--- config.mk ---
export PLATFORM = sky130hd
export DESIGN_NAME = nrw_timers
export DESIGN_NICKNAME = d
export VERILOG_FILES = /design/src/verilog/nrw_pkg.sv /design/src/verilog/nrw_timers.sv
export SDC_FILE = /design/constraint.sdc
export NUM_CORES = 1
export LEC_CHECK = 0
export BUFFER_PORTS_ARGS = -buffer_cell sky130_fd_sc_hd__buf_2
export CORE_MARGIN = 2
export CORE_UTILIZATION = 52
export CTS_CLUSTER_DIAMETER = 40
export DETAILED_ROUTE_END_ITERATION = 8
export GPL_TIMING_DRIVEN = 0
export PLACE_DENSITY = 0.77
export SLEW_MARGIN = 20
export SYNTH_ARGS = -nofsm -noshare
export SYNTH_HDL_FRONTEND = slang
export SYNTH_SLANG_ARGS = --single-unit
--- constraint.sdc ---
create_clock -name pclk -period 2.4 [get_ports pclk]
set_input_delay 0.48 -clock pclk [delete_from_list [all_inputs] [get_ports pclk]]
set_output_delay 0.48 -clock pclk [all_outputs]
set_load 0.01 [all_outputs]
--- src/verilog/nrw_pkg.sv ---
// Constants, types and register map of the NFC reception window timers.
package nrw_pkg;

  // ------------------------------------------------------------------
  // Register byte addresses
  // ------------------------------------------------------------------
  localparam logic [7:0] ADDR_CTRL = 8'h00;
  localparam logic [7:0] ADDR_MRT  = 8'h04;
  localparam logic [7:0] ADDR_NRT  = 8'h08;
  localparam logic [7:0] ADDR_CMD  = 8'h0C;
  localparam logic [7:0] ADDR_STAT = 8'h10;
  localparam logic [7:0] ADDR_FLAG = 8'h14;

  // ------------------------------------------------------------------
  // Field positions
  // ------------------------------------------------------------------
  localparam int CTRL_MRT_STEP = 0;
  localparam int CTRL_NRT_STEP = 1;
  localparam int CTRL_NRT_EMV  = 2;
  localparam int CTRL_NRT_NFC  = 3;
  localparam int CTRL_SQ_AUTO  = 4;
  localparam int CTRL_SQ_CMD   = 5;
  localparam int CTRL_MODE_LSB = 8;
  localparam int CMD_START_MRT = 0;
  localparam int CMD_START_NRT = 1;
  localparam int CMD_STOP_NRT  = 2;
  localparam int CMD_STOP_ALL  = 3;
  localparam int FLAG_NRE      = 0;

  // ------------------------------------------------------------------
  // Reset values and coarse step lengths (in carrier cycles fc; one base tick is 64 fc)
  // ------------------------------------------------------------------
  localparam logic [15:0] CTRL_RST = 16'h0000;
  localparam logic [7:0]  MRT_RST  = 8'h00;
  localparam logic [15:0] NRT_RST  = 16'h0000;
  localparam int          FC_PER_BASE   = 64;
  localparam int          MRT_COARSE_FC = 512;
  localparam int          NRT_COARSE_FC = 4096;
  localparam logic [2:0]  MRT_PRE_LAST  = 3'(MRT_COARSE_FC / FC_PER_BASE - 1);
  localparam logic [5:0]  NRT_PRE_LAST  = 6'(NRT_COARSE_FC / FC_PER_BASE - 1);

  // ------------------------------------------------------------------
  // Types
  // ------------------------------------------------------------------
  typedef enum logic [2:0] {
    MODE_READER = 3'h0, MODE_ACT_INIT = 3'h1, MODE_ACT_TGT = 3'h2,
    MODE_PAS_TGT = 3'h3, MODE_BITRATE = 3'h4, MODE_LP_TGT = 3'h5
  } nrw_mode_t;

  typedef enum logic {TMR_IDLE = 1'b0, TMR_RUN = 1'b1} nrw_tmr_st_t;

  typedef struct packed {
    logic tx_eof;      // Transmit end-of-frame completed.
    logic tx_off_gpt;  // Own field off, timed by the general timer.
    logic peer_on;     // External field detector saw peer field on.
    logic reply_start; // Start of a reply detected.
    logic reply_busy;  // A reply is being received.
    logic osc_ok;      // Crystal oscillator stable.
  } nrw_evt_t;

  typedef struct packed {
    logic rx_on;
    logic squelch_on;
    logic watch_rx;
    logic nre_irq;
  } nrw_out_t;

endpackage : nrw_pkg

--- src/verilog/nrw_timers.sv ---
// Receive-mask and no-response timers with their APB register slave.
//
// Design decisions made here: register access over APB and the address map.
`timescale 1ns/100ps
module nrw_timers (
  input  wire logic            pclk,
  input  wire logic            presetn,
  input  wire logic            psel,
  input  wire logic            penable,
  input  wire logic            pwrite,
  input  wire logic [7:0]      paddr,
  input  wire logic [31:0]     pwdata,
  output logic      [31:0]     prdata,
  output logic                 pready,
  output logic                 pslverr,
  input  wire logic            fc64_tick,
  input  wire logic            rc_osc_pin,
  input  wire nrw_pkg::nrw_evt_t evt,
  output nrw_pkg::nrw_out_t    out
);
  import nrw_pkg::*;

  // ------------------------------------------------------------------
  // Behaviour overview
  // ------------------------------------------------------------------
  // The mask timer keeps the receiver closed after a transmission or after
  // the peer turns its field on in an active, passive target or low-power target mode; it never raises an interrupt.
  // The response timer waits for the start of a reply and pulses nre_irq
  // when the wait runs out; a sticky flag keeps the event for software.
  // Both timers count the carrier tick, and a prescaler per timer
  // stretches it to the coarse step. A value of 0 behaves as 1, so every
  // run lasts at least one step.
  // Settings are read live: software must leave them alone while a timer
  // runs, since a change mid-run bends the count already under way.
  // The bus answers every access after one wait state. That costs a cycle
  // per access but lets prdata, pready and pslverr come straight from flops.
  // In low-power target mode the mask timer steps on RC edges until the
  // crystal is stable, so its first steps are only approximate.

  // ------------------------------------------------------------------
  // State
  // ------------------------------------------------------------------
  // All state lives in one packed struct; the comb block fills next_s.
  typedef struct packed {
    logic [15:0]  ctrl;
    logic [7:0]   mrt_val;
    logic [15:0]  nrt_val;
    nrw_tmr_st_t  mrt_st;
    logic [7:0]   mrt_cnt;
    logic [2:0]   mrt_pre;
    logic         mrt_sq;
    nrw_tmr_st_t  nrt_st;
    logic [15:0]  nrt_cnt;
    logic [5:0]   nrt_pre;
    logic         nre_flag;
    nrw_out_t     out;
    logic         pready;
    logic         pslverr;
    logic [31:0]  prdata;
    logic [1:0]   rc_sync;
    logic         rc_prev;
  } nrw_state_t;

  nrw_state_t s;
  nrw_state_t next_s;

  // Decoded strobes of this cycle, recomputed on every clock.
  nrw_mode_t  mode;
  logic       wr_done;
  logic [3:0] cmd;
  logic       rc_edge;
  logic       mrt_tick;
  logic       mrt_start;
  logic       nrt_tick;
  logic       nrt_auto;
  logic       nrt_start;
  logic       nrt_stop;
  logic       nre_ev;
  logic       act_mode;

  // Outputs come straight from the state flops.
  assign prdata  = s.prdata;
  assign pready  = s.pready;
  assign pslverr = s.pslverr;
  assign out     = s.out;

  // ------------------------------------------------------------------
  // Next-state logic
  // ------------------------------------------------------------------
  // One combinational pass: bus access, event decode, then both timers.
  always_comb begin
    next_s   = s;
    mode     = nrw_mode_t'(s.ctrl[CTRL_MODE_LSB +: 3]);
    act_mode = (mode == MODE_ACT_INIT) || (mode == MODE_ACT_TGT);
    nre_ev   = 1'b0;

    // The RC clock is foreign; only the second stage feeds the edge finder.
    next_s.rc_sync = {s.rc_sync[0], rc_osc_pin};
    next_s.rc_prev = s.rc_sync[1];
    rc_edge        = s.rc_sync[1] & ~s.rc_prev;

    // APB: one wait state, so every answer is registered.
    next_s.pready  = psel & penable & ~s.pready;
    next_s.pslverr = 1'b0;
    wr_done        = psel & penable & s.pready & pwrite;
    // Read data is latched at the first access edge and held until the next.
    if (psel && penable && !s.pready) begin
      next_s.prdata = 32'h0000_0000;
      unique case (paddr)
        ADDR_CTRL: next_s.prdata[15:0] = s.ctrl;
        ADDR_MRT:  next_s.prdata[7:0]  = s.mrt_val;
        ADDR_NRT:  next_s.prdata[15:0] = s.nrt_val;
        ADDR_CMD:  next_s.prdata       = 32'h0000_0000;
        ADDR_STAT: next_s.prdata = {s.nrt_cnt, s.mrt_cnt, 2'h0, evt.osc_ok,
                                    s.out.watch_rx, s.out.squelch_on,
                                    s.out.rx_on, s.nrt_st, s.mrt_st};
        ADDR_FLAG: next_s.prdata[FLAG_NRE] = s.nre_flag;
        default:   next_s.pslverr = 1'b1;
      endcase
    end
    // Commands are strobes: they act only at the edge that ends the write.
    cmd = (wr_done && paddr == ADDR_CMD) ? pwdata[3:0] : 4'h0;
    if (wr_done) begin
      if (paddr == ADDR_CTRL) next_s.ctrl    = pwdata[15:0];
      if (paddr == ADDR_MRT)  next_s.mrt_val = pwdata[7:0];
      if (paddr == ADDR_NRT)  next_s.nrt_val = pwdata[15:0];
    end

    // Mask timer tick: RC edges stand in until the crystal settles.
    // The RC path has no prescaler: one RC edge is one coarse step.
    if (mode == MODE_LP_TGT && !evt.osc_ok) begin
      mrt_tick = rc_edge;
    end else if (s.ctrl[CTRL_MRT_STEP]) begin
      mrt_tick = fc64_tick && (s.mrt_pre == MRT_PRE_LAST);
    end else begin
      mrt_tick = fc64_tick;
    end
    mrt_start = evt.tx_eof || cmd[CMD_START_MRT]
             || (evt.peer_on && (act_mode || mode == MODE_PAS_TGT
                                 || mode == MODE_LP_TGT));

    // Mask timer: count, stop-all, then start, so a start always wins.
    if (s.mrt_st == TMR_RUN) begin
      if (fc64_tick) next_s.mrt_pre = s.mrt_pre + 3'h1;
      if (mrt_tick) begin
        if (s.mrt_cnt <= 8'h01) begin
          next_s.mrt_st       = TMR_IDLE;
          next_s.out.rx_on    = 1'b1;
          next_s.out.watch_rx = (mode == MODE_LP_TGT);
        end else begin
          next_s.mrt_cnt = s.mrt_cnt - 8'h01;
        end
      end
    end
    if (cmd[CMD_STOP_ALL]) next_s.mrt_st = TMR_IDLE;
    if (mrt_start) begin
      next_s.mrt_st       = TMR_RUN;
      next_s.mrt_cnt      = s.mrt_val;
      next_s.mrt_pre      = 3'h0;
      next_s.out.rx_on    = 1'b0;
      next_s.out.watch_rx = 1'b0;
      next_s.mrt_sq = cmd[CMD_START_MRT] ? s.ctrl[CTRL_SQ_CMD]
                                         : s.ctrl[CTRL_SQ_AUTO];
    end
    // Squelch follows the next state, so it drops together with the timer.
    next_s.out.squelch_on = (next_s.mrt_st == TMR_RUN) && next_s.mrt_sq;

    // Response timer: tick, automatic start sources, stop requests.
    // The coarse step reuses the carrier tick through a six-bit prescaler.
    nrt_tick = fc64_tick && (!s.ctrl[CTRL_NRT_STEP]
                             || s.nrt_pre == NRT_PRE_LAST);
    // Automatic start sources depend on the operating mode.
    unique case (mode)
      MODE_READER:   nrt_auto = evt.tx_eof;
      MODE_ACT_INIT,
      MODE_ACT_TGT:  nrt_auto = s.ctrl[CTRL_NRT_NFC] ? evt.peer_on
                                                     : evt.tx_off_gpt;
      MODE_BITRATE:  nrt_auto = !s.ctrl[CTRL_NRT_NFC]
                                && evt.tx_off_gpt;
      default:       nrt_auto = 1'b0;
    endcase
    // A command start reloads a running timer, which lets software chain
    // waits longer than one register value can hold.
    nrt_start = nrt_auto || cmd[CMD_START_NRT];
    nrt_stop  = cmd[CMD_STOP_NRT]
             || (cmd[CMD_STOP_ALL] && !s.ctrl[CTRL_NRT_EMV]);

    if (s.nrt_st == TMR_RUN) begin
      if (fc64_tick) next_s.nrt_pre = s.nrt_pre + 6'h01;
      if (evt.reply_start && !s.ctrl[CTRL_NRT_EMV]) begin
        next_s.nrt_st = TMR_IDLE;
      end else if (nrt_tick) begin
        if (s.nrt_cnt <= 16'h0001) begin
          next_s.nrt_st = TMR_IDLE;
          nre_ev        = 1'b1;
          // A reply already underway survives an unconditional expiry.
          if (!s.ctrl[CTRL_NRT_EMV] || !evt.reply_busy) begin
            next_s.out.rx_on = 1'b0;
          end
        end else begin
          next_s.nrt_cnt = s.nrt_cnt - 16'h0001;
        end
      end
    end
    // A stop in the expiry cycle suppresses the interrupt.
    if (nrt_stop) begin
      next_s.nrt_st = TMR_IDLE;
      nre_ev        = 1'b0;
    end
    if (nrt_start) begin
      next_s.nrt_st  = TMR_RUN;
      next_s.nrt_cnt = s.nrt_val;
      next_s.nrt_pre = 6'h00;
    end
    // The pulse is registered so that the output comes from a flop.
    next_s.out.nre_irq = nre_ev;

    // Sticky flag: write one to clear, but a new expiry wins.
    next_s.nre_flag = (s.nre_flag
                       && !(wr_done && paddr == ADDR_FLAG && pwdata[FLAG_NRE]))
                      || nre_ev;
  end

  // ------------------------------------------------------------------
  // State register
  // ------------------------------------------------------------------
  // Everything resets to constants; rx_on starts low until a mask expiry.
  // The whole struct clears first, then named fields take their constants.
  always_ff @(posedge pclk or negedge presetn) begin
    if (!presetn) begin
      s         <= '0;
      s.ctrl    <= CTRL_RST;
      s.mrt_val <= MRT_RST;
      s.nrt_val <= NRT_RST;
      s.mrt_st  <= TMR_IDLE;
      s.nrt_st  <= TMR_IDLE;
    end else begin
      s <= next_s;
    end
  end
endmodule : nrw_timers

==> qor.csv, run 1 <==
metric,value,unit
post-route DRC violation count,0,
Main synth FF type,dfrtp_1,
Finish-stage setup viols,5,
Crit path arrival time,2.77,ns
Fin Hold WS,0.168,ns
synth warn,0,
LEAKAGE,3.58,nW
final worst setup slack,-0.0808,ns
area grow syn2layout,22.6,%
detailed-route wire length,15500,um
CP most frequent cell,buf_4,
GR Util All Layers,25.3,%
Peak VDD IR,0.000690,V
Max Fclk,403,MHz
clock buffer depth,2,
Mapped Cells,579,
async set-reset flop share out of synthesis,100,%
largest net degree at the start of global routing,85,
number of synthesized flops with an enable pin,0,
critical-path cell list,or3_4 > or4_4 > buf_8 > buf_4 > buf_4 > nor4_1 > xnor2_1 > o21ai_1,
combinational power share,18.8,%
failing checks,negative setup slack,
"Avg Cell Area, Syn",10.4,um2
row count,39,
most frequent cells in the layout,"115 x dfrtp_1, 74 x buf_2, 56 x nand2_1, 47 x buf_4, 46 x nor2_1",
switching share of power,28.6,%
Final Power,5.78,mW
total congestion overflow,0,
Routed WL per cell,18.4,um
PD cells,785,mW/mm2
I/O Buffers,73,
Final Skew,0.0104,ns
HPWL after DPL,10700,um
final-stage net count,744,
chip height,111,um
RSZ-0062 raised after global routing,true,
CTS root buffer,clkbuf_16,
max incr delay on CP,0.43,ns
number of global-route vias before repair,4871,
Core Area,0.0113,mm2
Hold Path Class,input port to flip-flop,
initial antenna violation count,0,
max-cap violations,0,
post-synth cell types,52,
Crit. End Element,flip-flop,
Final Hold Violating Endpoints,0,
Initial Utilization,53.0,%
Initial DRC Count,371,
clk slew on worst S/H paths,0.06,ns
CP max FO,5,
global-route wire length before repair,24600,um
Synth Net Count,639,
"commonest non-fill, non-tap cell in the layout",dfrtp_1,
Clock power frac,42.0,%
post-synth design cell area,0.00600,mm2
"Seq/Total Area, Yosys",49.2,%
antenna-violating nets left,0,
switching power of the nets,1.65,mW
clk_lat worst skew,0.42,ns
CTS HTree Levels,4,
drt first pass iters,5,
CTS buffer count,17,
period utilization,103,%
slowest CP cell,or4_4,
via count,4851,
CTS tree,built,
RePlAce Congestion,0.871,
synthesis-stage register bit count,118,
die area,0.0124,mm2
critical path type,flip-flop to flip-flop,
crit start category,flip-flop,
setup TNS,-0.216,ns
Least-Margin Pin Slew,0.701,ns
min Tclk post-route,2.48,ns
required time of the critical path,2.69,ns
IO Count,91,
clock sinks,118,
slew margin rel.,53.3,%
sequential power share,39.3,%
Int Power,4.12,mW
status,finished with violations,
"Slew Viols, Final",0,
die width,111,um
layout cells sized above 1,32.2,%
diodes inserted,0,
vias per inst,5.78,
==> critical path: cells and delay by family, from the launching register on <==
kind | cells | cell delay (ns)
simple gates | 3 | 1.22
buf+inv | 3 | 0.43
flops | 1 | 0.42
xor+xnor | 1 | 0.21
compound gates | 1 | 0.09
==> per-stage QoR <==
step | utilization, % | cell area, um2 | setup WS (ns) | cells
after floorplan | - | 6000 | -0.172 | 579
after global placement | 57.8 | 6550 | -0.513 | 795
after detailed placement | 58.1 | 6580 | -0.508 | 796
after CTS | 63.9 | 7240 | 0.00264 | 832
after global routing | 65.0 | 7360 | -0.159 | 839
final | 65.0 | 7360 | -0.0808 | 839
==> Yosys cell counts (3+ instances only) <==
cell	number	area share [%]
nor2_1	48	3.0
or2_2	3	0.31
buf_1	4	0.25
nor3b_1	5	0.63
or4_1	6	0.75
buf_6	3	0.56
nand2_1	56	3.5
and2_1	4	0.42
nor3_1	11	0.92
ha_1	7	1.5
buf_4	36	4.5
dfrtp_1	118	49
xor2_1	10	1.5
mux2_2	32	6.0
o21ai_0	44	3.7
xnor2_1	14	2.0
nand3_1	7	0.58
buf_2	3	0.25
inv_1	10	0.63
a21o_1	4	0.50
a21oi_1	39	3.3
mux2i_1	19	3.2
nand4_1	4	0.42
nor4_1	8	0.83
nor2b_1	4	0.42
mux2_4	10	2.5
or3_1	5	0.52
a22o_1	16	2.3
clkbuf_1	17	1.1
==> sequential cells by signal (all words and copies together), names as in the netlist <==
signal	count
next_s	2
pready	1
out	4
mode	3
s	75
prdata	32
pslverr	1
==> power by group through the flow <==
| stage | Clock, mW | Sequential, mW | Combinational (mW) |
|---|---|---|---|
| after floorplan | 0 | 2.24 | 0.653 |
| after global routing | 2.56 | 2.28 | 1.19 |
| final | 2.42 | 2.27 | 1.08 |
| after CTS | 2.45 | 2.26 | 1.01 |
| after global placement | 0 | 2.29 | 0.884 |
| after detailed placement | 0 | 2.29 | 0.916 |
==> area by class of cell <==
| type | count | area [um2] |
|---|---|---|
| well taps | 143 | 179 |
| clock buffers | 24 | 502 |
| plain buffers | 62 | 424 |
| repair buffers | 88 | 514 |
| flip-flops and latches | 118 | 2960 |
| multi-input cells | 387 | 2680 |
| clock inverters | 7 | 70.1 |
| fillers | 886 | 3960 |
| inverters | 10 | 37.5 |
==> logic make-up after synthesis <==
| kind of cell | share of synthesized area (%) |
|---|---|
| simple gates | 13.9 |
| compound gates | 12.7 |
| flops | 49.2 |
| buf+inv | 7.59 |
| mux | 11.7 |
| xor+xnor | 3.50 |
| fa+ha+maj | 1.46 |
==> repair_timing <==
item,in CTS,in global routing
endpoints found under the setup margin,26,35
buffers inserted,4,8
hold endpoints to repair,34,0
gates resized for setup,10,26
gates cloned,1,0
pin swaps,4,7
hold buffers,1,0
==> layer usage <==
| layer | global-route usage, % | routed length [um] | part of all wire (%) | vias to the layer above |
|---|---|---|---|---|
| li1 | - | - | - | 2215 |
| met1 | 32.9 | 6490 | 42 | 2400 |
| met2 | 41.1 | 7520 | 49 | 196 |
| met3 | 6.31 | 1020 | 6.6 | 40 |
| met4 | 10.2 | 445 | 2.9 | 0 |
| met5 | 0 | 0 | 0 | - |
==> path summary, 6_finish.rpt <==
kind / end / startpoint / cells after the start / slack [ns]
max in group asynchronous: s[53] / presetn / 3 / 1.15
worst max register to register: s[59] / s[54] / 8 / -0.08
min in group asynchronous: s[46] / presetn / 2 / 0.53
worst min register to register: next_s[0] / next_s[2] / 0 / 0.35
worst min-delay path: next_s[2] / rc_osc_pin / 1 / 0.17
worst max-delay path: s[59] / s[54] / 8 / -0.08
No activity file was read; power rests on OpenSTA's default activity.
==> run 2: changes to the inputs <==
--- a/config.mk
+++ b/config.mk
@@ -7,11 +7,11 @@
 export LEC_CHECK = 0
 export BUFFER_PORTS_ARGS = -buffer_cell sky130_fd_sc_hd__buf_2
 export CORE_MARGIN = 2
-export CORE_UTILIZATION = 52
+export CORE_UTILIZATION = 47
 export CTS_CLUSTER_DIAMETER = 40
 export DETAILED_ROUTE_END_ITERATION = 8
 export GPL_TIMING_DRIVEN = 0
-export PLACE_DENSITY = 0.77
+export PLACE_DENSITY = 0.71
 export SLEW_MARGIN = 20
 export SYNTH_ARGS = -nofsm -noshare
 export SYNTH_HDL_FRONTEND = slang
==> constraint.sdc (replaced) <==
create_clock -name pclk -period 2 [get_ports pclk]
set_input_delay 0.4 -clock pclk [delete_from_list [all_inputs] [get_ports pclk]]
set_output_delay 0.4 -clock pclk [all_outputs]
set_load 0.01 [all_outputs]
==> qor.csv, run 2 (synthesized netlist as in run 1, its figures left out) <==
metric,value,unit,change
status,finished with violations,,unchanged
failing checks,negative setup slack,,unchanged
cell area after layout,0.00799,mm2,was 0.00736 mm2
Crit path arrival time,2.59,ns,was 2.77 ns
combinational power share,23.4,%,was 18.8%
largest net degree at the start of global routing,80,,was 85
clk slew on worst S/H paths,0.05,ns,was 0.06 ns
CP max FO,5,,unchanged
critical-path cell list,or3_4 > or4_4 > o31ai_4 > buf_6 > nor2_4 > a32oi_2 > o21ai_1,,was or3_4 > or4_4 > buf_8 > buf_4 > buf_4 > nor4_1 > xnor2_1 > o21ai_1
IO Count,91,,unchanged
Clock power frac,38.4,%,was 42.0%
switching power of the nets,2.12,mW,was 1.65 mW
Final Skew,0.00587,ns,was 0.0104 ns
R2R depth,7,,was 8
end of the worst register-to-register path,s[54],,was s[59]
slowest CP cell,or4_4,,unchanged
min Tclk post-route,2.29,ns,was 2.48 ns
slew margin rel.,51.7,%,was 53.3%
Peak VDD IR,0.000562,V,was 0.000690 V
CTS buffer count,17,,unchanged
clock sinks,118,,unchanged
antenna-violating nets left,0,,unchanged
global-route wire length before repair,25100,um,was 24600 um
period utilization,114,%,was 103%
RSZ-0062 raised after global routing,true,,unchanged
CP bufs+invs,1,,was 3
GR Util All Layers,24.7,%,was 25.3%
cell family with most CP delay,simple AND/OR/NAND/NOR gates,,unchanged
Largest Register,s,,unchanged
die width,117,um,was 111 um
RePlAce Congestion,0.912,,was 0.871
hold wc startpoint,rc_osc_pin,,unchanged
CTS tree,built,,unchanged
final worst setup slack,-0.286,ns,was -0.0808 ns
diodes inserted,0,,unchanged
number of global-route vias before repair,4840,,was 4871
clock buffer depth,2,,unchanged
HPWL after DPL,10700,um,about the same
Crit. End Element,flip-flop,,unchanged
# fillers,964,,was 886
Int Power,5.06,mW,was 4.12 mW
hold path depth,1,,unchanged
total congestion overflow,0,,unchanged
Hold Path Class,input port to flip-flop,,unchanged
max incr delay on CP,0.49,ns,was 0.43 ns
crit start category,flip-flop,,unchanged
PD cells,899,mW/mm2,was 785 mW/mm2
CTS HTree Levels,4,,unchanged
area grow syn2layout,33.2,%,was 22.6%
post-route DRC violation count,0,,unchanged
layout cells sized above 1,41.6,%,was 32.2%
Initial DRC Count,354,,was 371
Max Fclk,437,MHz,was 403 MHz
initial antenna violation count,0,,unchanged
Final Hold Violating Endpoints,0,,unchanged
Final Power,7.18,mW,was 5.78 mW
Initial Utilization,47.8,%,was 53.0%
Placed Area,0.00674,mm2,was 0.00658 mm2
final core occ,63.6,%,was 65.0%
Core Area,0.0126,mm2,was 0.0113 mm2
drt first pass iters,5,,unchanged
flop-to-flop setup slack,-0.29,ns,was -0.08 ns
LEAKAGE,3.86,nW,was 3.58 nW
"Slew Viols, Final",0,,unchanged
Routed WL per cell,18.3,um,was 18.4 um
required time of the critical path,2.30,ns,was 2.69 ns
critical path type,flip-flop to flip-flop,,unchanged
FF-to-FF Start,s[53],,was s[54]
switching share of power,29.5,%,was 28.6%
setup TNS,-5.31,ns,was -0.216 ns
placed insts,825,,was 796
chip height,117,um,was 111 um
die area,0.0137,mm2,was 0.0124 mm2
sequential power share,38.2,%,was 39.3%
I/O Buffers,73,,unchanged
row count,41,,was 39
final-stage net count,776,,was 744
max-cap violations,0,,unchanged
most frequent cells in the layout,"114 x dfrtp_1, 76 x buf_4, 74 x buf_2, 52 x nand2_1, 45 x nor2_1",,"was 115 x dfrtp_1, 74 x buf_2, 56 x nand2_1, 47 x buf_4, 46 x nor2_1"
number of flip-flops in the largest register,75,,unchanged
Finish-stage setup viols,36,,was 5
Finished Layout Cells,898,,was 839
Least-Margin Pin Slew,0.725,ns,was 0.701 ns
clk_lat worst skew,0.42,ns,about the same
Worst Hold Path EP,next_s[2],,unchanged
detailed-route wire length,16500,um,was 15500 um
CTS root buffer,clkbuf_16,,unchanged
vias per inst,5.48,,was 5.78
"commonest non-fill, non-tap cell in the layout",dfrtp_1,,unchanged
via count,4921,,was 4851
## run 2: cell types whose count changed in the layout (fill, tap and decap cells not counted), sizes merged
cell / delta
buf: +35
clkinvlp: -4
clkbuf: -2
clkinv: +2
bufinv: -1
## run 2: how the worst max path moves through the flow
stage                   from        end  slack, ns  cells past startpoint
detailed placement  paddr[0]  prdata[5]      -0.92                      7
global route           s[54]      s[54]      -0.34                      7
CTS                    s[54]      s[54]      -0.24                      7
finish                 s[53]      s[54]      -0.29                      7
global placement    paddr[0]  prdata[4]      -0.87                      7
floorplan           paddr[0]     s[102]      -0.49                      7
## run 2: timing repair
action / CTS / global route
hold buffers: 1 / 0
gates resized for setup: 53 / 44
endpoints found under the setup margin: 73 / 83
hold endpoints to repair: 39 / 0
pin swaps: 25 / 22
gates cloned: 2 / 0
buffers inserted: 31 / 16
## run 2: through the flow
| step | setup WS [ns] | hold slack, ns |
|---|---|---|
| floorplan | -0.492 | 0.104 |
| global placement | -0.874 | 0.334 |
| detailed placement | -0.924 | 0.335 |
| CTS | -0.240 | 0.0747 |
| global route | -0.336 | 0.0755 |
| finish | -0.286 | 0.0875 |
## run 2: power groups by stage
stage | combinational [mW] | clock, mW | sequential (mW)
floorplan | 0.846 | 0 | 2.69
global placement | 1.12 | 0 | 2.74
detailed placement | 1.16 | 0 | 2.74
CTS | 1.48 | 2.79 | 2.70
global route | 1.81 | 2.90 | 2.75
finish | 1.68 | 2.76 | 2.74
## run 2: cell type report
class / count / area [um2] / area share, %
clock buffers: 25 / 515 / 6.45
clock inverters: 4 / 20.0 / 0.250
inverters: 10 / 37.5 / 0.470
well taps: 172 / 215 / 2.69
repair buffers: 122 / 835 / 10.4
flip-flops and latches: 118 / 2960 / 37.0
plain buffers: 60 / 438 / 5.48
multi-input cells: 387 / 2980 / 37.2
## run 2: metal layers
metal  wire (um)  track usage (%)  vias up  part of all wire, %
li1            -                -     2280                    -
met1        6920             31.2     2415                   42
met2        8030             40.7      186                   49
met3        1050             6.64       40                  6.4
met4         469             9.57        0                  2.8
met5           0                0        -                    0
## run 2: worst register-to-register path, cell delays in order (launching register included)
cell	delay, ns
dfrtp_1	0.39
or3_4	0.37
or4_4	0.49
o31ai_4	0.35
buf_6	0.20
nor2_4	0.06
a32oi_2	0.23
o21ai_1	0.08
==> run 3: changes to the inputs <==
--- a/config.mk
+++ b/config.mk
@@ -6,7 +6,7 @@
 export NUM_CORES = 1
 export LEC_CHECK = 0
 export BUFFER_PORTS_ARGS = -buffer_cell sky130_fd_sc_hd__buf_2
-export CORE_MARGIN = 2
+export CAP_MARGIN = 15
 export CORE_UTILIZATION = 47
 export CTS_CLUSTER_DIAMETER = 40
 export DETAILED_ROUTE_END_ITERATION = 8
==> qor.csv, run 3 (synthesized netlist as in run 1, its figures left out) <==
metric,value,unit,change
clock sinks,118,,unchanged
critical path launch point,s[59],,was s[53]
FF-to-FF Start,s[59],,was s[53]
RSZ-0062 raised after global routing,true,,unchanged
Max Fclk,434,MHz,was 437 MHz
Crit path arrival time,2.60,ns,was 2.59 ns
min Tclk post-route,2.31,ns,was 2.29 ns
area grow syn2layout,32.2,%,was 33.2%
Least-Margin Pin Slew,0.755,ns,was 0.725 ns
Peak VDD IR,0.000552,V,was 0.000562 V
CTS HTree Levels,4,,unchanged
HPWL after DPL,10700,um,about the same
row count,40,,was 41
Crit. End Element,flip-flop,,unchanged
layout cells sized above 1,40.8,%,was 41.6%
Finished Layout Cells,889,,was 898
FF/Latch Area,0.00296,mm2,unchanged
max-cap violations,0,,unchanged
initial antenna violation count,2,,was 0
antenna-violating nets left,0,,unchanged
CTS root buffer,clkbuf_16,,unchanged
PD cells,937,mW/mm2,was 899 mW/mm2
failing checks,negative setup slack,,unchanged
number of global-route vias before repair,4886,,was 4840
final worst setup slack,-0.305,ns,was -0.286 ns
post-route DRC violation count,0,,unchanged
GR Util All Layers,25.7,%,was 24.7%
CP max FO,5,,unchanged
Largest Register,s,,unchanged
Routed WL per cell,17.9,um,was 18.3 um
drt first pass iters,5,,unchanged
"commonest non-fill, non-tap cell in the layout",dfrtp_1,,unchanged
"Slew Viols, Final",0,,unchanged
RePlAce Congestion,0.944,,was 0.912
Multi-input gate area,0.00294,mm2,was 0.00298 mm2
critical path type,flip-flop to flip-flop,,unchanged
global-route wire length before repair,25100,um,about the same
setup TNS,-5.51,ns,was -5.31 ns
I/O Buffers,73,,unchanged
crit start category,flip-flop,,unchanged
Hold Path Class,input port to flip-flop,,unchanged
number of flip-flops in the largest register,75,,unchanged
hold wc startpoint,rc_osc_pin,,unchanged
LEAKAGE,3.84,nW,was 3.86 nW
# fillers,933,,was 964
Core Area,0.0122,mm2,was 0.0126 mm2
required time of the critical path,2.29,ns,was 2.30 ns
Initial Utilization,49.1,%,was 47.8%
Finish-stage setup viols,35,,was 36
placed insts,821,,was 825
final-stage net count,767,,was 776
most frequent cells in the layout,"114 x dfrtp_1, 73 x buf_2, 64 x buf_4, 54 x nand2_1, 45 x nor2_1",,"was 114 x dfrtp_1, 76 x buf_4, 74 x buf_2, 52 x nand2_1, 45 x nor2_1"
die width,115,um,was 117 um
CTS tree,built,,unchanged
largest net degree at the start of global routing,80,,unchanged
Initial DRC Count,250,,was 354
Fin Hold WS,0.0829,ns,was 0.0875 ns
die area,0.0132,mm2,was 0.0137 mm2
via count,4881,,was 4921
slew margin rel.,49.7,%,was 51.7%
IO Count,91,,unchanged
clk slew on worst S/H paths,0.05,ns,about the same
detailed-route wire length,15900,um,was 16500 um
period utilization,115,%,was 114%
chip height,115,um,was 117 um
CTS buffer count,17,,unchanged
Final Hold Violating Endpoints,0,,unchanged
vias per inst,5.49,,was 5.48
clk_lat worst skew,0.42,ns,about the same
status,finished with violations,,unchanged
Final Skew,0.00459,ns,was 0.00587 ns
total congestion overflow,0,,unchanged
Place WS,-0.771,ns,was -0.924 ns
clock buffer depth,2,,unchanged
-- run 3: changes by cell type in the layout (fill, tap and decap cells not counted), moves of 2 or more --
cell,delta
nor4_2,+2
clkinv_2,+4
bufinv_16,+2
clkbuf_2,+3
buf_4,-12
nand2_1,+2
clkbuf_1,-2
nor3_1,+2
buf_12,-3
buf_6,+3
-- run 3: stage by stage --
stage	power (mW)	utilization (%)	instance area (um2)
floorplan	3.53	-	6130
global placement	3.86	54.9	6700
detailed placement	3.91	55.2	6740
CTS	7.20	63.4	7740
global route	7.74	65.0	7930
finish	7.44	65.0	7940
-- run 3: critical path, stage by stage (launching register included) --
cell and delay [ns]:
dfrtp_1 0.42, or4_4 0.56, or2_4 0.30, o31ai_4 0.38, buf_4 0.18, or4_4 0.11, xor2_1 0.15, o21ai_1 0.08
-- run 3: cell type report --
class	count	share of cell area (%)
clock buffer	22	6.23
antenna	1	0.0315
tap	168	2.65
timing repair buffer	113	9.67
buffer	60	5.38
inverter	10	0.473
multi-input combinational	387	37.0
clock inverter	10	1.26
sequential	118	37.3
-- run 3: repair_timing --
item / 4_1_cts / 5_1_grt
pin swaps: 20 / 28
resized for setup: 51 / 35
hold buffers: 1 / 0
setup buffers: 25 / 12
setup endpoints to repair: 79 / 77
endpoints found under the hold margin: 39 / 0
gates cloned: 2 / 0
-- run 3: worst paths after layout --
| path | to | slack [ns] | cells past startpoint |
|---|---|---|---|
| min in group asynchronous | s[42] | 0.46 | 2 |
| worst min-delay path | next_s[2] | 0.08 | 1 |
| worst min register to register | next_s[0] | 0.35 | 0 |
| max in group asynchronous | s[91] | 0.82 | 3 |
| worst max-delay path | s[51] | -0.31 | 7 |
| worst max register to register | s[51] | -0.31 | 7 |
-- run 3: report_power, final --
| group | internal (mW) | total, mW | switching, mW | leakage, nW |
|---|---|---|---|---|
| combinational | 0.798 | 1.67 | 0.874 | 1.92 |
| sequential | 2.53 | 2.74 | 0.207 | 1.61 |
| clock | 1.98 | 3.03 | 1.05 | 0.305 |
| total | 5.30 | 7.44 | 2.13 | 3.84 |
-- run 3: per-layer routing --
layer	vias to the layer above	wire (um)	track usage (%)	part of all wire, %
li1	2270	-	-	-
met1	2363	6730	32.2	42
met2	199	7700	41.3	48
met3	47	1010	7.17	6.3
met4	2	496	12.1	3.1
met5	-	13	0	0.082
